==> config.mk <==
export PLATFORM = sky130hd
export DESIGN_NAME = pcmbcd_top
export DESIGN_NICKNAME = d
export VERILOG_FILES = /design/src/pcmbcd_pkg.sv /design/src/pcmbcd_port_detect.sv /design/src/pcmbcd_flag.sv /design/src/pcmbcd_top.sv
export VERILOG_INCLUDE_DIRS = /design/src /design/src/src
export SDC_FILE = /design/constraint.sdc
export NUM_CORES = 1
export LEC_CHECK = 0
export BUFFER_PORTS_ARGS = -buffer_cell sky130_fd_sc_hd__buf_4
export CAP_MARGIN = 10
export CORE_MARGIN = 2
export CORE_UTILIZATION = 40
export DETAILED_ROUTE_END_ITERATION = 8
export GPL_ROUTABILITY_DRIVEN = 0
export PLACE_DENSITY_LB_ADDON = 0.12
export SLEW_MARGIN = 15
export SYNTH_ARGS = -nofsm -noshare
export SYNTH_HDL_FRONTEND = slang
export SYNTH_HIERARCHICAL = 1
export SYNTH_SLANG_ARGS = --single-unit
==> constraint.sdc <==
create_clock -name pclk -period 2.7 [get_ports pclk]
set_clock_uncertainty 0.2 [all_clocks]
set_input_delay 0.27 -clock pclk [delete_from_list [all_inputs] [get_ports pclk]]
set_output_delay 0.27 -clock pclk [all_outputs]
set_load 0.01 [all_outputs]
==> src/pcmbcd_consts.svh <==
// register map, field positions and reset values of the pin change mask block
`ifndef PCMBCD_CONSTS_SVH
`define PCMBCD_CONSTS_SVH

`define PCMBCD_ADDR_W 12
`define PCMBCD_DATA_W 32
`define PCMBCD_PINS 8
`define PCMBCD_GROUPS 3

// register indices; the byte address is four times the index
`define PCMBCD_IDX_MASK_B 12'h06b
`define PCMBCD_IDX_MASK_C 12'h06c
`define PCMBCD_IDX_MASK_D 12'h06d
`define PCMBCD_IDX_CTRL 12'h068
`define PCMBCD_IDX_FLAG 12'h03b
`define PCMBCD_BYTE_ADDR(idx) (12'((idx) << 2))

`define PCMBCD_MASK_RESET 8'h00
`define PCMBCD_CTRL_RESET 8'h00
`define PCMBCD_FLAG_RESET 1'b0

// control register fields: group enables in the low bits, global enable on top
`define PCMBCD_CTRL_GRP_LSB 0
`define PCMBCD_CTRL_GIE_BIT 7
`define PCMBCD_CTRL_WMASK 8'h87

// group numbering inside the enable and flag fields
`define PCMBCD_GRP_B 0
`define PCMBCD_GRP_C 1
`define PCMBCD_GRP_D 2

`endif

==> src/pcmbcd_pkg.sv <==
// types shared by the pin change mask block
package pcmbcd_pkg;
	typedef logic [7:0] pcmbcd_mask_t;
	typedef logic [2:0] pcmbcd_grp_t;
	// register selected by the current bus address
	typedef enum logic [2:0] {
		pcmbcd_sel_none,
		pcmbcd_sel_mask_b,
		pcmbcd_sel_mask_c,
		pcmbcd_sel_mask_d,
		pcmbcd_sel_ctrl,
		pcmbcd_sel_flag
	} pcmbcd_sel_t;
endpackage : pcmbcd_pkg

==> src/pcmbcd_port_detect.sv <==
// per-port level change detector: sample, compare with previous, mask and merge
`timescale 1ns/1ps
`default_nettype none
module pcmbcd_port_detect
	import pcmbcd_pkg::*;
(
	input wire logic pclk,
	input wire logic presetn,
	input wire pcmbcd_mask_t pin_level,
	input wire pcmbcd_mask_t pin_mask,
	output logic change_pulse_r
);
	pcmbcd_mask_t sample_r;
	pcmbcd_mask_t prev_r;
	logic [1:0] primed_r;
	pcmbcd_mask_t diff;

	always_ff @(posedge pclk or negedge presetn) begin
		if (!presetn) begin
			sample_r <= 8'h00;
			prev_r <= 8'h00;
		end else begin
			sample_r <= pin_level;
			prev_r <= sample_r;
		end
	end

	// no change is reported until two real samples exist, so a pin high at reset is quiet
	always_ff @(posedge pclk or negedge presetn) begin
		if (!presetn) begin
			primed_r <= 2'b00;
		end else begin
			primed_r <= {primed_r[0], 1'b1};
		end
	end

	assign diff = (sample_r ^ prev_r) & {8{primed_r[1]}};

	always_ff @(posedge pclk or negedge presetn) begin
		if (!presetn) begin
			change_pulse_r <= 1'b0;
		end else begin
			change_pulse_r <= |(diff & pin_mask);
		end
	end

	masked_quiet_a: assert property (@(posedge pclk) disable iff (!presetn)
		(pin_mask == 8'h00) |=> !change_pulse_r)
		else $error("change reported with every pin masked");

	edge_both_a: assert property (@(posedge pclk) disable iff (!presetn)
		(primed_r[1] && ((sample_r ^ prev_r) & pin_mask) != 8'h00) |=> change_pulse_r)
		else $error("enabled pin toggle not reported");

	fall_seen_c: cover property (@(posedge pclk) disable iff (!presetn)
		primed_r[1] && ((prev_r & ~sample_r & pin_mask) != 8'h00));
endmodule : pcmbcd_port_detect
`default_nettype wire

==> src/pcmbcd_flag.sv <==
// sticky group flag: set by a change, cleared by write-one or service entry
`include "pcmbcd_consts.svh"
`timescale 1ns/1ps
`default_nettype none
module pcmbcd_flag (
	input wire logic pclk,
	input wire logic presetn,
	input wire logic set_pulse,
	input wire logic clr_write,
	input wire logic clr_isr,
	output logic flag_r
);
	// set wins over clear so a change landing in the clearing cycle is kept
	always_ff @(posedge pclk or negedge presetn) begin
		if (!presetn) begin
			flag_r <= `PCMBCD_FLAG_RESET;
		end else if (set_pulse) begin
			flag_r <= 1'b1;
		end else if (clr_write || clr_isr) begin
			flag_r <= 1'b0;
		end
	end
endmodule : pcmbcd_flag
`default_nettype wire

==> src/pcmbcd_top.sv <==
// pin change interrupt masks for ports b, c and d with apb register access
`include "pcmbcd_consts.svh"
`timescale 1ns/1ps
`default_nettype none
module pcmbcd_top
	import pcmbcd_pkg::*;
(
	input wire logic pclk,
	input wire logic presetn,
	input wire logic psel,
	input wire logic penable,
	input wire logic pwrite,
	input wire logic [`PCMBCD_ADDR_W-1:0] paddr,
	input wire logic [`PCMBCD_DATA_W-1:0] pwdata,
	input wire logic [3:0] pstrb,
	output logic [`PCMBCD_DATA_W-1:0] prdata,
	output logic pready,
	output logic pslverr,
	input wire pcmbcd_mask_t port_b_pins,
	input wire pcmbcd_mask_t port_c_pins,
	input wire pcmbcd_mask_t port_d_pins,
	input wire pcmbcd_grp_t isr_enter,
	output logic group_b_irq,
	output logic group_c_irq,
	output logic group_d_irq,
	output logic irq,
	output logic wake_request
);
	pcmbcd_mask_t port_b_change_mask_r;
	pcmbcd_mask_t port_c_change_mask_r;
	pcmbcd_mask_t port_d_change_mask_r;
	logic [7:0] ctrl_r;
	logic [`PCMBCD_DATA_W-1:0] prdata_r;
	logic [`PCMBCD_DATA_W-1:0] prdata_nxt;
	logic pready_r;
	logic pslverr_r;
	pcmbcd_sel_t sel;
	logic setup_phase;
	logic write_take;
	logic low_lane;
	pcmbcd_grp_t change_pulse;
	pcmbcd_grp_t flag_vec;
	pcmbcd_grp_t group_enable;
	logic global_enable;
	pcmbcd_grp_t w1c;
	pcmbcd_grp_t group_irq_r;
	logic irq_r;
	logic wake_r;

	// address decode
	always_comb begin
		case (paddr)
			`PCMBCD_BYTE_ADDR(`PCMBCD_IDX_MASK_B): sel = pcmbcd_sel_mask_b;
			`PCMBCD_BYTE_ADDR(`PCMBCD_IDX_MASK_C): sel = pcmbcd_sel_mask_c;
			`PCMBCD_BYTE_ADDR(`PCMBCD_IDX_MASK_D): sel = pcmbcd_sel_mask_d;
			`PCMBCD_BYTE_ADDR(`PCMBCD_IDX_CTRL): sel = pcmbcd_sel_ctrl;
			`PCMBCD_BYTE_ADDR(`PCMBCD_IDX_FLAG): sel = pcmbcd_sel_flag;
			default: sel = pcmbcd_sel_none;
		endcase
	end

	assign setup_phase = psel && !penable;
	// writes land only at the edge where the access phase meets pready
	assign write_take = psel && penable && pready_r && pwrite && (sel != pcmbcd_sel_none);
	// all registers fit in 8 bits, so only byte lane 0 carries data
	assign low_lane = pstrb[0];

	// zero wait state: ready rises in the access cycle right after setup
	always_ff @(posedge pclk or negedge presetn) begin
		if (!presetn) begin
			pready_r <= 1'b0;
		end else begin
			pready_r <= setup_phase;
		end
	end

	// unmapped addresses answer with an error and read zero
	always_ff @(posedge pclk or negedge presetn) begin
		if (!presetn) begin
			pslverr_r <= 1'b0;
		end else begin
			pslverr_r <= setup_phase && (sel == pcmbcd_sel_none);
		end
	end

	always_comb begin
		prdata_nxt = 32'h0000_0000;
		case (sel)
			pcmbcd_sel_mask_b: prdata_nxt[7:0] = port_b_change_mask_r;
			pcmbcd_sel_mask_c: prdata_nxt[7:0] = port_c_change_mask_r;
			pcmbcd_sel_mask_d: prdata_nxt[7:0] = port_d_change_mask_r;
			pcmbcd_sel_ctrl: prdata_nxt[7:0] = ctrl_r;
			pcmbcd_sel_flag: prdata_nxt[2:0] = flag_vec;
			default: prdata_nxt = 32'h0000_0000;
		endcase
	end

	// read data is captured in setup and held through the access phase
	always_ff @(posedge pclk or negedge presetn) begin
		if (!presetn) begin
			prdata_r <= 32'h0000_0000;
		end else if (setup_phase) begin
			prdata_r <= pwrite ? 32'h0000_0000 : prdata_nxt;
		end
	end

	always_ff @(posedge pclk or negedge presetn) begin
		if (!presetn) begin
			port_b_change_mask_r <= `PCMBCD_MASK_RESET;
		end else if (write_take && low_lane && sel == pcmbcd_sel_mask_b) begin
			port_b_change_mask_r <= pwdata[7:0];
		end
	end

	always_ff @(posedge pclk or negedge presetn) begin
		if (!presetn) begin
			port_c_change_mask_r <= `PCMBCD_MASK_RESET;
		end else if (write_take && low_lane && sel == pcmbcd_sel_mask_c) begin
			port_c_change_mask_r <= pwdata[7:0];
		end
	end

	always_ff @(posedge pclk or negedge presetn) begin
		if (!presetn) begin
			port_d_change_mask_r <= `PCMBCD_MASK_RESET;
		end else if (write_take && low_lane && sel == pcmbcd_sel_mask_d) begin
			port_d_change_mask_r <= pwdata[7:0];
		end
	end

	// group enables and global enable; reserved bits stay zero
	always_ff @(posedge pclk or negedge presetn) begin
		if (!presetn) begin
			ctrl_r <= `PCMBCD_CTRL_RESET;
		end else if (write_take && low_lane && sel == pcmbcd_sel_ctrl) begin
			ctrl_r <= pwdata[7:0] & `PCMBCD_CTRL_WMASK;
		end
	end

	assign group_enable = ctrl_r[`PCMBCD_CTRL_GRP_LSB +: `PCMBCD_GROUPS];
	assign global_enable = ctrl_r[`PCMBCD_CTRL_GIE_BIT];

	assign w1c = (write_take && low_lane && sel == pcmbcd_sel_flag) ? pwdata[2:0] : 3'h0;

	pcmbcd_port_detect u_det_b (
		.pclk(pclk),
		.presetn(presetn),
		.pin_level(port_b_pins),
		.pin_mask(port_b_change_mask_r),
		.change_pulse_r(change_pulse[`PCMBCD_GRP_B])
	);

	pcmbcd_port_detect u_det_c (
		.pclk(pclk),
		.presetn(presetn),
		.pin_level(port_c_pins),
		.pin_mask(port_c_change_mask_r),
		.change_pulse_r(change_pulse[`PCMBCD_GRP_C])
	);

	pcmbcd_port_detect u_det_d (
		.pclk(pclk),
		.presetn(presetn),
		.pin_level(port_d_pins),
		.pin_mask(port_d_change_mask_r),
		.change_pulse_r(change_pulse[`PCMBCD_GRP_D])
	);

	genvar g;
	generate
		for (g = 0; g < `PCMBCD_GROUPS; g++) begin : gen_flag
			pcmbcd_flag u_flag (
				.pclk(pclk),
				.presetn(presetn),
				.set_pulse(change_pulse[g]),
				.clr_write(w1c[g]),
				.clr_isr(isr_enter[g]),
				.flag_r(flag_vec[g])
			);
		end
	endgenerate

	always_ff @(posedge pclk or negedge presetn) begin
		if (!presetn) begin
			group_irq_r <= 3'h0;
		end else begin
			group_irq_r <= flag_vec & group_enable & {3{global_enable}};
		end
	end

	// combined level output, same gating as the group requests
	always_ff @(posedge pclk or negedge presetn) begin
		if (!presetn) begin
			irq_r <= 1'b0;
		end else begin
			irq_r <= |(flag_vec & group_enable) && global_enable;
		end
	end

	// wake on change
	// the power manager keeps the clock alive while it watches this; no enable gates it
	always_ff @(posedge pclk or negedge presetn) begin
		if (!presetn) begin
			wake_r <= 1'b0;
		end else begin
			wake_r <= |change_pulse;
		end
	end

	assign prdata = prdata_r;
	assign pready = pready_r;
	assign pslverr = pslverr_r;
	assign group_b_irq = group_irq_r[`PCMBCD_GRP_B];
	assign group_c_irq = group_irq_r[`PCMBCD_GRP_C];
	assign group_d_irq = group_irq_r[`PCMBCD_GRP_D];
	assign irq = irq_r;
	assign wake_request = wake_r;

	mask_b_write_a: assert property (@(posedge pclk) disable iff (!presetn)
		(write_take && low_lane && sel == pcmbcd_sel_mask_b)
		|=> (port_b_change_mask_r == $past(pwdata[7:0])))
		else $error("port b mask did not take written value");

	mask_c_write_a: assert property (@(posedge pclk) disable iff (!presetn)
		(write_take && low_lane && sel == pcmbcd_sel_mask_c)
		|=> (port_c_change_mask_r == $past(pwdata[7:0])))
		else $error("port c mask did not take written value");

	mask_d_write_a: assert property (@(posedge pclk) disable iff (!presetn)
		(write_take && low_lane && sel == pcmbcd_sel_mask_d)
		|=> (port_d_change_mask_r == $past(pwdata[7:0])))
		else $error("port d mask did not take written value");

	flag_set_a: assert property (@(posedge pclk) disable iff (!presetn)
		change_pulse[`PCMBCD_GRP_C] |=> flag_vec[`PCMBCD_GRP_C])
		else $error("port c change did not set its group flag");

	// gating of requests, one cycle from flag to output
	irq_gate_a: assert property (@(posedge pclk) disable iff (!presetn)
		group_b_irq |-> ($past(flag_vec[`PCMBCD_GRP_B]) && $past(group_enable[`PCMBCD_GRP_B])
		&& $past(global_enable)))
		else $error("group b request without flag and both enables");

	irq_hold_a: assert property (@(posedge pclk) disable iff (!presetn)
		(flag_vec[`PCMBCD_GRP_D] && group_enable[`PCMBCD_GRP_D] && global_enable)
		|=> group_d_irq)
		else $error("group d request missing");

	// mask reads back through the bus
	mask_read_a: assert property (@(posedge pclk) disable iff (!presetn)
		(setup_phase && !pwrite && sel == pcmbcd_sel_mask_b)
		|=> (prdata_r == {24'h00_0000, $past(port_b_change_mask_r)}))
		else $error("port b mask read returned wrong data");

	flag_clear_a: assert property (@(posedge pclk) disable iff (!presetn)
		(isr_enter[`PCMBCD_GRP_B] && !change_pulse[`PCMBCD_GRP_B])
		|=> !flag_vec[`PCMBCD_GRP_B])
		else $error("group b flag not cleared on service entry");

	// set wins over a same-cycle clear
	set_wins_a: assert property (@(posedge pclk) disable iff (!presetn)
		(change_pulse[`PCMBCD_GRP_D] && w1c[`PCMBCD_GRP_D]) |=> flag_vec[`PCMBCD_GRP_D])
		else $error("change lost against write-one clear");

	wake_pulse_a: assert property (@(posedge pclk) disable iff (!presetn)
		(|change_pulse) |=> wake_request)
		else $error("wake request missing after pin change");

	// bus answers one cycle after setup
	ready_timing_a: assert property (@(posedge pclk) disable iff (!presetn)
		setup_phase |=> pready)
		else $error("pready late");

	flag_set_c: cover property (@(posedge pclk) disable iff (!presetn)
		$rose(flag_vec[`PCMBCD_GRP_B]));
	irq_raise_c: cover property (@(posedge pclk) disable iff (!presetn)
		$rose(irq));
	w1c_clear_c: cover property (@(posedge pclk) disable iff (!presetn)
		w1c != 3'h0 ##1 flag_vec == 3'h0);
	isr_clear_c: cover property (@(posedge pclk) disable iff (!presetn)
		(isr_enter != 3'h0) && (flag_vec != 3'h0));
endmodule : pcmbcd_top
`default_nettype wire

### Word level (Yosys, flattened, before mapping)

Index checks and enable logic that the tools add are counted.

* register bits: 127
* bits in latches: 0
* memory bits (writable): 0
* bits in read-only memories: 0
* input bits: 80
* output and inout bits: 39
* word-level logic and storage cells: 84
* memories kept: 0

* add/sub/neg operators: 0
* multiply operators: 0
* divide/modulo/power cells: 0
* order comparisons: 0
* equal/unequal tests: 10
* shift-type cells: 0
* muxes and demuxes: 11
* bitwise operators: 11
* reductions and logical operators: 27

Operators by type and width (count)
* bitwise AND 8 bit: 6
* equality test 12 x 9 -> 1 bit (second input constant): 4
* case mux 3 bit (5 select lines): 2
* OR reduction 8 bit: 3
* XOR 8 bit: 3
* case mux 5 bit (4 select lines): 1
* logical AND 1 bit: 13
* equality test 12 x 8 -> 1 bit (second input constant): 1
* two-way mux 8 bit: 1
* bitwise AND 3 bit: 2
* equality test 3 x 2 -> 1 bit (second input constant): 2
* equality test 3 bit (second input constant): 2
* two-way mux 1 bit: 6
* nonzero test 2 bit: 3
* OR reduction 3 bit: 2
* equality test 3 x 1 -> 1 bit (second input constant): 1
* zero test 3 bit: 1
* logical OR 1 bit: 3
* two-way mux 3 bit: 1
* nonzero test 3 bit: 1
* zero test 1 bit: 1

### Logic depth before layout (Yosys ltp)

Gate-level depths: netlist (run 1).

* depth after elaboration: 10
* gate-level depth with buffers: 7
* gate-level depth less buffers: 6

### By module

Netlist (run 1), hierarchy kept.

Modules (own cells, without submodules)
* pcmbcd_top: instances 1, cells an instance 197, area each 2282.2 µm², seq. area each 1076.0 µm²
* pcmbcd_port_detect: instances 3, cells an instance 34, area each 591.8 µm², seq. area each 475.5 µm²
* pcmbcd_flag: instances 3, cells an instance 3, area each 36.3 µm², seq. area each 25.0 µm²

### Least setup slack after synthesis (run 1)

Ideal clock, no wire load.

* path kind: input to register
* start: in paddr[9]
* end: reg port_d_change_mask_r[0]
* setup time: 125 ps
* arrival time: 2085 ps
* required time: 2375 ps
* slack: 290 ps
* stages on the path: 6
* buffers on the path: 2
* cells stage by stage: or3_1 clkbuf_1 nor4_4 or3b_1 buf_6 mux2_4

* longest elaborated chain between the ends: 6
* elaborated cells on any way between the ends: 11
* those cells by class: eq/ne: 6; mux: 1; reduce/logical: 4

RTL lines
* start: declaration: line pcmbcd_top.sv:13 `` input wire logic [`PCMBCD_ADDR_W-1:0] paddr, ``
* equality test 12 x 8 -> 1 bit / equality test 12 x 9 -> 1 bit (equally long branches): line pcmbcd_top.sv:52 `case (paddr)`
* case mux 3 bit (5 select lines) *: line pcmbcd_top.sv:52
* nonzero test 3 bit: line pcmbcd_top.sv:64 `assign write_take = psel && penable && pready_r && pwrite && (sel != pcmbcd_sel_none);`
* logical AND 1 bit: line pcmbcd_top.sv:64
* logical AND 1 bit: line pcmbcd_top.sv:126 `end else if (write_take && low_lane && sel == pcmbcd_sel_mask_d) begin`
* logical AND 1 bit *: line pcmbcd_top.sv:126
* end signal: assignment: line pcmbcd_top.sv:125 `` port_d_change_mask_r <= `PCMBCD_MASK_RESET; ``
* end signal: assignment: line pcmbcd_top.sv:127 `port_d_change_mask_r <= pwdata[7:0];`
* end: declaration: line pcmbcd_top.sv:31 `pcmbcd_mask_t port_d_change_mask_r;`

Every way passes the cells marked *; elsewhere a longest branch is shown, timed or not.
A chain may end at the register's enable or synchronous reset.

### Worst setup path in the final report (run 1)

* start: in paddr[9]
* end: reg port_d_change_mask_r[3]

Same word-level chain as after synthesis.

==> summary.md, run 1 <==
| Metric | Value |
|---|---|
| FF/Latch Area | `~2600 um2` |
| Dpl hpwl | `between 5 and 6 mm` |
| Final period utilization | `a little under 80%` |
| Nets | `around 500` |
| Clk Latency, worst-skew pair | `360 ps` |
| CP cell instances | `buf_4, or3_1, nor4_4, or3b_1, buf_4, mux2_4` |
| GRT Total Usage | `between 10% and 20%` |
| Resize count post-CTS | `0` |
| Crit path kind | `in2reg` |
| Clk pin slew, worst setup/hold paths | `around 90 ps` |
| Sink Count | `about 100` |
| Drt first-iter violations | `around 110` |
| CP arrival | `around 2100 ps` |
| Port bufs | `67` |
| Clk pwr share | `approximately 32%` |
| Area contributors post-synth | `dfrtp_1, mux2_2, xor2_1` |
| Fin. Hold Viols | `0` |
| RSZ-0062 raised after global routing | `false` |
| Synthesis Warnings | `6` |
| Num CTS Buffers | `9` |
| Power after layout | `between 2 and 3 mW` |
| Max-cap violations | `0` |
| #FFs+latches synth | `between 100 and 150` |
| Core box area | `slightly above 10000 um2` |
| Worst R2R End | `port_d_change_mask_r[3]` |
| Largest net degree at the start of global routing | `between 40 and 50` |
| Min-Delay Path Class | `in2reg` |
| Leakage Power | `about 2.5 nW` |
| Hold EP | `gen_flag[2].u_flag/flag_r` |
| Min cycle time layout | `approximately 2100 ps` |
| I/O pin cnt | `119` |
| Pwr per Cell Area | `approximately 500 nW/um2` |
| Seq pwr share | `59.1%` |
| CP top delay family | `simple AND/OR/NAND/NOR gates` |
| Via Count | `2650` |
| Worst vdd rail ir drop | `0.000237 V` |
| Area Growth Syn to Fin | `27.7%` |
| Max transition margin | `about 63%` |
| Hold path start | `isr_enter[2]` |
| Remaining DRCs | `0` |
| Reg2reg setup slack | `roughly 660 ps` |
| Hold slack | `30.9 ps` |
| Post-DR wirelength/cell | `between 15 and 20 um` |
| Outcome | `finished clean` |
| Yosys top cell area share | `61.9%` |
| Total Wirelength | `between 8 and 9 mm` |
| DR pass1 iterations | `4` |
| H-tree depth | `3` |
| Post-route setup TNS | `0 ps` |
| Hold depth | `3` |
| Sequential area share after synthesis | `61.9%` |
| Die width | `roughly 110 um` |
| Area of the multi-input gates | `1430 um2` |
| Critical Path Slowest Stage Cell | `or3_1` |
| Fmax | `478 MHz` |
| Syn Inst Count | `between 300 and 400` |
| Syn Area/Cell | `13.5 um2` |
| CTS root buffer | `clkbuf_8` |
| Internal Pwr Total | `between 2 and 2.5 mW` |
| Startpoint types | `primary input` |
| Worst slew pin tran | `551 ps` |
| Pins over their slew limit | `0` |
| Most frequent cells in the layout | `dfrtp_1, buf_4, dlygate4sd3_1` |
| TritonCTS clock tree | `done` |
| Routed Antenna Nets | `0` |
| Biggest area consumer among synthesized cells | `dfrtp_1` |
| Share of cells above drive strength 1 | `slightly above 30%` |
| Vias in the first global route | `2681` |
| Setup crit end kind | `flip-flop` |
| Synth cell types | `43` |
| Crit Path Max Fanout | `8` |
| Reg2Reg Depth | `5` |
| CP peak stage delay | `510 ps` |
| Fillers | `between 900 and 1000` |
| Vias per cell | `approximately 4.7` |
| Clock tree buffer depth | `2` |
| Crit path buffers/inverters | `2` |
| Post-CTS Setup Inserts | `0` |
| Post-Syn Area | `between 4000 and 5000 um2` |
| Global-route wire length before repair | `13.8 mm` |
| RR Startpoint | `pready` |
| Switch Pwr | `around 0.65 mW` |
| Diodes inserted | `0` |
| Die H | `roughly 110 um` |
| Most frequent CP cell | `buf_4` |
| Cell row count | `37` |
| Die ar. | `~11000 um2` |
| Commonest non-fill, non-tap cell in the layout | `dfrtp_1` |
| Logic pwr share | `roughly 9%` |
| Sw frac | `approximately a quarter` |
| Worst path required time | `around 2800 ps` |
| Initial Util | `slightly above 40%` |
| Final setup fails | `0` |
| Initial antenna violation count | `0` |
| Grt ovf | `0` |
-- power by group through the flow --
stage	clock, mW	sequential (mW)	combinational (mW)
3_3_place_gp	0	1.64	0.200
5_1_grt	0.981	1.62	0.266
6_report	0.875	1.61	0.238
4_1_cts	0.916	1.61	0.242
3_5_place_dp	0	1.64	0.202
2_1_floorplan	0	1.64	0.0970
-- cells in the mapped netlist, drive strengths merged --
master / number
a2111oi: 2
a211o: 1
a211oi: 1
a21o: 4
a21oi: 7
a22oi: 16
a2bb2oi: 1
a31oi: 3
a41oi: 3
and2: 3
and3: 4
buf: 27
clkbuf: 4
conb: 4
dfrtp: 103
inv: 5
mux2: 34
nand2: 8
nand2b: 3
nand3: 6
nand3b: 3
nand4: 1
nand4bb: 1
nor2: 7
nor2b: 2
nor3: 3
nor3b: 2
nor4: 6
nor4bb: 1
o211ai: 1
o21ai: 7
o2bb2ai: 1
o31ai: 1
or3: 5
or3b: 3
xor2: 25
-- worst reg2reg max path: cells and delay by family (launching register included) --
family,cells,cell delay (ps)
AND/OR/NAND/NOR,3,880
flip-flops,1,350
multiplexers,1,310
buffers and inverters,1,200
-- layout make-up --
class / instances / area share (%)
clock buffers: 12 / 2.73
clock inverters: 4 / 0.541
inverters: 5 / 0.353
multi-input cells: 192 / 26.9
flip-flops and latches: 103 / 48.4
well taps: 136 / 3.20
repair buffers: 113 / 17.8
-- metrics by stage --
stage / instance area (um2) / utilization [%] / setup WS [ps] / cells
after global placement: 4800 / 46.9 / 253 / 514
after CTS: 5320 / 52.0 / 622 / 565
after detailed placement: 4800 / 46.9 / 246 / 514
after global routing: 5320 / 52.0 / 537 / 565
after floorplan: 4250 / - / 290 / 331
final: 5320 / 52.0 / 609 / 565
-- registers in the layout, summed over array words and instances, names as in the netlist, 3 cells and up --
name and count:
port_d_change_mask_r 8, u_det_d/sample_r 8, group_irq_r 3, u_det_b/sample_r 8
u_det_c/prev_r 8, u_det_c/sample_r 8, prdata 8, port_b_change_mask_r 8
u_det_d/prev_r 8, ctrl_r 4, u_det_b/prev_r 8, port_c_change_mask_r 8
gen_flag.u_flag/flag_r 3
-- routing by layer --
layer  routed length, um  GRT usage, %  up-vias
met5                   0             0        -
met4                 135          6.67        0
met3                 429          3.00       11
met2                4000          25.4       99
met1                3940          22.2     1275
li1                    -             -     1265
-- cells by family after synthesis --
family          count (synthesis)  synth area share, %
mux                            34                 9.91
other cells                     4                0.360
flops                         103                 61.9
xor+xnor                       25                 5.26
simple gates                   58                 8.86
compound gates                 48                 7.96
buf+inv                        36                 5.80
-- what timing repair did --
item | CTS | global route
hold buffers | 35 | 0
hold endpoints to repair | 91 | 0
setup endpoints to repair | 0 | 0
-- worst max path at each step --
stage	cells after the start	startpoint	endpoint
4_1_cts	6	paddr[9]	port_d_change_mask_r[3]
2_1_floorplan	6	paddr[9]	port_d_change_mask_r[0]
5_1_grt	5	pready	port_d_change_mask_r[6]
3_3_place_gp	6	paddr[9]	port_d_change_mask_r[5]
3_5_place_dp	6	paddr[9]	port_d_change_mask_r[4]
6_report	6	paddr[9]	port_d_change_mask_r[3]
No activity file was read; power rests on OpenSTA's default activity.
==> run 2: changes to the inputs <==
- clock period: 2.7 -> 1.7 ns (I/O delays scaled with it)
==> summary.md, run 2 (synthesized netlist as in run 1, its figures left out) <==
| Metric | Value |
|---|---|
| Clock tree buffer depth | `2 (unchanged)` |
| Diodes inserted | `0 (unchanged)` |
| Initial antenna violation count | `0 (unchanged)` |
| Final setup fails | `28 (+28)` |
| Pins over their slew limit | `0 (unchanged)` |
| Initial Util | `40.7% (unchanged)` |
| Fmax | `about 550 MHz` |
| Setup crit end kind | `flip-flop` |
| Critical Path Slowest Stage Cell | `or3b_1` |
| Crit path kind | `in2reg` |
| Vias in the first global route | `2919 (+8.9%)` |
| H-tree depth | `3 (unchanged)` |
| Port bufs | `67 (unchanged)` |
| Max-cap violations | `0 (unchanged)` |
| DR pass1 iterations | `4 (unchanged)` |
| Total Wirelength | `8.84 mm (+3.8%)` |
| RR Startpoint | `pready` |
| Clk pin slew, worst setup/hold paths | `100 ps (about the same)` |
| Largest net degree at the start of global routing | `33 (-27%)` |
| Core box area | `10200 um2 (unchanged)` |
| Remaining DRCs | `0 (unchanged)` |
| Drt first-iter violations | `93 (-16%)` |
| Startpoint types | `primary input` |
| Via Count | `2830 (+6.8%)` |
| Num CTS Buffers | `9 (unchanged)` |
| I/O pin cnt | `119 (unchanged)` |
| Leakage Power | `2.80 nW (+10%)` |
| Final setup margin | `-132 ps (-742 ps)` |
| Hold depth | `4 (+1)` |
| CTS root buffer | `clkbuf_8` |
| CP arrival | `1880 ps (-260 ps)` |
| Reg2Reg Depth | `5 (unchanged)` |
| Crit path buffers/inverters | `2 (unchanged)` |
| Cell row count | `37 (unchanged)` |
| Post-Layout Inst Area | `5840 um2 (+9.8%)` |
| Dpl hpwl | `6.38 mm (+6.3%)` |
| CP top delay family | `simple AND/OR/NAND/NOR gates` |
| Post-Place Cells | `541 (+5.3%)` |
| Placed Area | `5160 um2 (+7.5%)` |
| Outcome | `finished with violations` |
| Grt ovf | `0 (unchanged)` |
| Reg2reg setup slack | `-130 ps (-790 ps)` |
| Hold path start | `pwrite` |
| Pwr per Cell Area | `787 nW/um2 (+54%)` |
| Post-DR wirelength/cell | `14.8 um (-1.4%)` |
| Fin. Hold Viols | `0 (unchanged)` |
| Hold EP | `prdata[7]` |
| Min cycle time layout | `between 1500 and 2000 ps` |
| FF/Latch Area | `2580 um2 (unchanged)` |
| Die width | `106 um (unchanged)` |
| TritonCTS clock tree | `done` |
| Crit Path Max Fanout | `8 (unchanged)` |
| Routed Antenna Nets | `0 (unchanged)` |
| Clk Latency, worst-skew pair | `360 ps (about the same)` |
| Area of the multi-input gates | `1640 um2 (+14%)` |
| Die ar. | `11200 um2 (unchanged)` |
| Worst R2R End | `port_d_change_mask_r[0]` |
| Dpl ws | `-608 ps (-854 ps)` |
| Sink Count | `103 (unchanged)` |
| Final period utilization | `108%` |
| Post-route setup TNS | `-2940 ps (-2940 ps)` |
| Area Growth Syn to Fin | `40.2%` |
| Commonest non-fill, non-tap cell in the layout | `dfrtp_1` |
| Die H | `106 um (unchanged)` |
| RSZ-0062 raised after global routing | `true` |
| Violated checks | `setup timing` |
| Most frequent cells in the layout | `dfrtp_1, buf_4, dlygate4sd3_1` |
| Fillers | `858 (-6.0%)` |
| Share of cells above drive strength 1 | `38.3% (+7.8 points)` |
| Global-route wire length before repair | `14.5 mm (+5.0%)` |
| Post-Layout Cell Count | `595 (+5.3%)` |
| Worst vdd rail ir drop | `0.000493 V (+110%)` |
| Vias per cell | `4.76 (+1.4%)` |
| Nets | `534 (+6.0%)` |
| Worst path required time | `1750 ps (-1000 ps)` |
| GRT Total Usage | `16.8% (+0.68 points)` |
| CP cell instances | `buf_4, or3_4, nor4_4, or3b_1, buf_6, mux2_4` |
| Min-Delay Path Class | `in2reg` |
| CP peak stage delay | `400 ps (-110 ps)` |
[run 2: cell types whose count changed in the layout (fill, tap and decap cells not counted), sizes merged]
cell,change
inv,+3
bufinv,+1
clkbuf,-2
buf,+29
clkinvlp,-2
dlygate4sd3,+1
[run 2: worst max path at each step]
stage                        start                 endpoint  slack, ps  cells after the start
after floorplan           paddr[3]  port_d_change_mask_r[0]       -610                      7
after global placement    paddr[9]  port_d_change_mask_r[3]       -590                      6
after detailed placement  paddr[9]  port_d_change_mask_r[3]       -610                      6
after CTS                   pready  port_c_change_mask_r[4]       -120                      6
after global routing        pready  port_b_change_mask_r[4]       -180                      6
final                     paddr[1]  port_d_change_mask_r[0]       -130                      6
[run 2: layout make-up]
cell class | count | share of cell area (%)
multi-input combinational | 192 | 28.0
clock buffer | 10 | 2.36
clock inverter | 6 | 1.24
sequential | 103 | 44.1
timing repair buffer | 143 | 21.0
tap | 136 | 2.91
inverter | 5 | 0.321
[run 2: what timing repair did]
item                                    4_1_cts  5_1_grt
pin swaps                                     8        6
resized for setup                            16       10
hold buffers                                 36        0
setup buffers                                 2        0
endpoints found under the hold margin       158        0
endpoints found under the setup margin       30       33
[run 2: worst reg2reg max path, delay by kind of cell (launching register included)]
kind / cells / cell delay, ps
buf+inv: 1 / 170
flops: 1 / 360
mux: 1 / 290
simple gates: 3 / 700
[run 2: power breakdown]
part	total, mW	internal, mW	leakage [nW]	switching (mW)
combinational	0.434	0.229	1.38	0.205
sequential	2.56	2.52	1.31	0.0372
clock	1.61	0.746	0.110	0.862
[run 2: metal layers]
layer | wire, um | GRT usage (%)
met5 | 0 | 0
met2 | 4280 | 27.6
met1 | 3960 | 22.2
met3 | 462 | 3.92
met4 | 134 | 5.64
[run 2: stage by stage]
step | hold slack, ps | utilization [%] | power, mW
global route | 41.6 | 57.1 | 4.82
finish | 41.8 | 57.1 | 4.60
global placement | -59.8 | 50.4 | 2.97
floorplan | -326 | - | 2.77
detailed placement | -62.7 | 50.4 | 2.97
CTS | 26.9 | 56.6 | 4.65
==> run 3: changes to the inputs <==
- clock period: 1.7 -> 1.8 ns (I/O delays scaled with it)
==> summary.md, run 3 (synthesized netlist as in run 1, its figures left out) <==
| Metric | Value |
|---|---|
| Routed Antenna Nets | `0 (unchanged)` |
| Nets | `534 (unchanged)` |
| Critical Path Slowest Stage Cell | `or3b_4` |
| Post-Place Cells | `536 (-0.92%)` |
| Remaining DRCs | `0 (unchanged)` |
| Pins over their slew limit | `0 (unchanged)` |
| Diodes inserted | `0 (unchanged)` |
| Port bufs | `67 (unchanged)` |
| Global-route wire length before repair | `14.4 mm (-1.1%)` |
| Die H | `106 um (unchanged)` |
| Setup crit end kind | `flip-flop` |
| Dpl hpwl | `6.37 mm (-0.18%)` |
| CP peak stage delay | `520 ps (+120 ps)` |
| Most frequent cells in the layout | `dfrtp_1, buf_4, dlygate4sd3_1` |
| RSZ-0062 raised after global routing | `true` |
| Num CTS Buffers | `9 (unchanged)` |
| Sw frac | `23.6% (-0.39 points)` |
| CP cell instances | `buf_6, or3_4, nor4_4, or3b_4, mux2_4` |
| Switch Pwr | `0.998 mW (-9.6%)` |
| Clk pin slew, worst setup/hold paths | `100 ps (about the same)` |
| Final period utilization | `101%` |
| Drt first-iter violations | `66 (-29%)` |
| Initial antenna violation count | `0 (unchanged)` |
| Area Growth Syn to Fin | `38.2%` |
| Worst path required time | `1840 ps (+90 ps)` |
| Crit path kind | `in2reg` |
| H-tree depth | `3 (unchanged)` |
| Vias in the first global route | `2783 (-4.7%)` |
| Min-Delay Path Class | `in2reg` |
| Crit Path Max Fanout | `8 (unchanged)` |
| Post-DR wirelength/cell | `14.9 um (+0.41%)` |
| Via Count | `2776 (-1.9%)` |
| Clk pwr share | `33.2% (-1.7 points)` |
| Fin. Hold Viols | `0 (unchanged)` |
| Worst vdd rail ir drop | `0.000458 V (-7.0%)` |
| CP arrival | `1860 ps (-20 ps)` |
| Total Wirelength | `8.84 mm (about the same)` |
| Max-cap violations | `0 (unchanged)` |
| DR pass1 iterations | `4 (unchanged)` |
| CTS root buffer | `clkbuf_8` |
| Placed Area | `5050 um2 (-2.1%)` |
| Leakage Power | `2.76 nW (-1.4%)` |
| Cell row count | `37 (unchanged)` |
| Post-route setup TNS | `-125 ps (+2810 ps)` |
| I/O pin cnt | `119 (unchanged)` |
| Violated checks | `setup timing` |
| Initial Util | `40.7% (unchanged)` |
| Post-Layout Inst Area | `5760 um2 (-1.4%)` |
| TritonCTS clock tree | `done` |
| Die width | `106 um (unchanged)` |
| Sink Count | `103 (unchanged)` |
| Largest net degree at the start of global routing | `39 (+18%)` |
| Pwr per Cell Area | `734 nW/um2 (-6.8%)` |
| Startpoint types | `primary input` |
| Post-Layout Cell Count | `593 (-0.34%)` |
| Clk Latency, worst-skew pair | `360 ps (about the same)` |
| Power after layout | `4.23 mW (-8.1%)` |
| Outcome | `finished with violations` |
| Die ar. | `11200 um2 (unchanged)` |
| Min cycle time layout | `approximately 1800 ps` |
| Core box area | `10200 um2 (unchanged)` |
| Fmax | `549 MHz` |
| Seq pwr share | `57.1% (+1.5 points)` |
| Grt ovf | `0 (unchanged)` |
| Final setup fails | `8 (-71%)` |
| Commonest non-fill, non-tap cell in the layout | `dfrtp_1` |
| GRT Total Usage | `16.7% (-0.13 points)` |
| Logic pwr share | `9.7% (+0.3 points)` |
| Clock tree buffer depth | `2 (unchanged)` |
| Fillers | `868 (+1.2%)` |
| Internal Pwr Total | `3.23 mW (-7.6%)` |
| Vias per cell | `4.68 (-1.6%)` |
| Final setup margin | `-19.9 ps (+113 ps)` |
| Share of cells above drive strength 1 | `37.2% (-1.1 points)` |
-- run 3: final cells by class --
class                           count  area (um2)  area share [%]
Inverter                            5        18.8           0.326
Timing Repair Buffer              143        1230            21.3
Tap cell                          136         170            2.95
Clock buffer                        9         124            2.15
Sequential cell                   103        2580            44.8
Clock inverter                      5        58.8            1.02
Multi-Input combinational cell    192        1580            27.5
-- run 3: through the flow --
step	util (%)	setup WS (ps)	hold slack, ps
floorplan	-	-516	-316
global placement	49.3	-499	-47.6
detailed placement	49.3	-523	-50.9
CTS	55.5	-25.2	48.3
global route	56.3	-46.3	83.5
finish	56.3	-19.9	57.8
-- run 3: final timing paths --
check	depth (start not counted)	slack (ps)	endpoint	from
worst max-delay path	5	-20	port_d_change_mask_r[4]	paddr[10]
worst min-delay path	4	60	pready	psel
min in group asynchronous	2	90	u_det_d/sample_r[2]	presetn
worst min register to register	0	160	u_det_b/primed_r[1]	u_det_b/primed_r[0]
max in group asynchronous	3	760	prdata[6]	presetn
worst max register to register	6	10	port_c_change_mask_r[4]	pready
-- run 3: layer usage --
layer | wire [um] | global-route usage, % | vias up
met1 | 4070 | 22.6 | 1362
met4 | 89 | 5.36 | 0
met3 | 370 | 2.45 | 6
li1 | - | - | 1324
met2 | 4310 | 27.9 | 84
met5 | 0 | 0 | -
-- run 3: power groups by stage --
| stage | Combinational (mW) | Sequential [mW] | Clock [mW] |
|---|---|---|---|
| finish | 0.410 | 2.42 | 1.40 |
| global route | 0.453 | 2.43 | 1.54 |
| CTS | 0.404 | 2.42 | 1.45 |
| detailed placement | 0.332 | 2.46 | 0 |
| global placement | 0.327 | 2.46 | 0 |
| floorplan | 0.152 | 2.46 | 0 |
-- run 3: critical path: cells and delay by family --
kind          cells  cell delay (ps)
mux               1              320
buf+inv           1               90
simple gates      3             1270
-- run 3: timing repair --
action / in CTS / in global routing
gates resized for setup: 16 / 11
hold buffers: 37 / 0
setup buffers: 2 / 5
endpoints found under the hold margin: 159 / 0
pin swaps: 5 / 6
setup endpoints to repair: 30 / 33
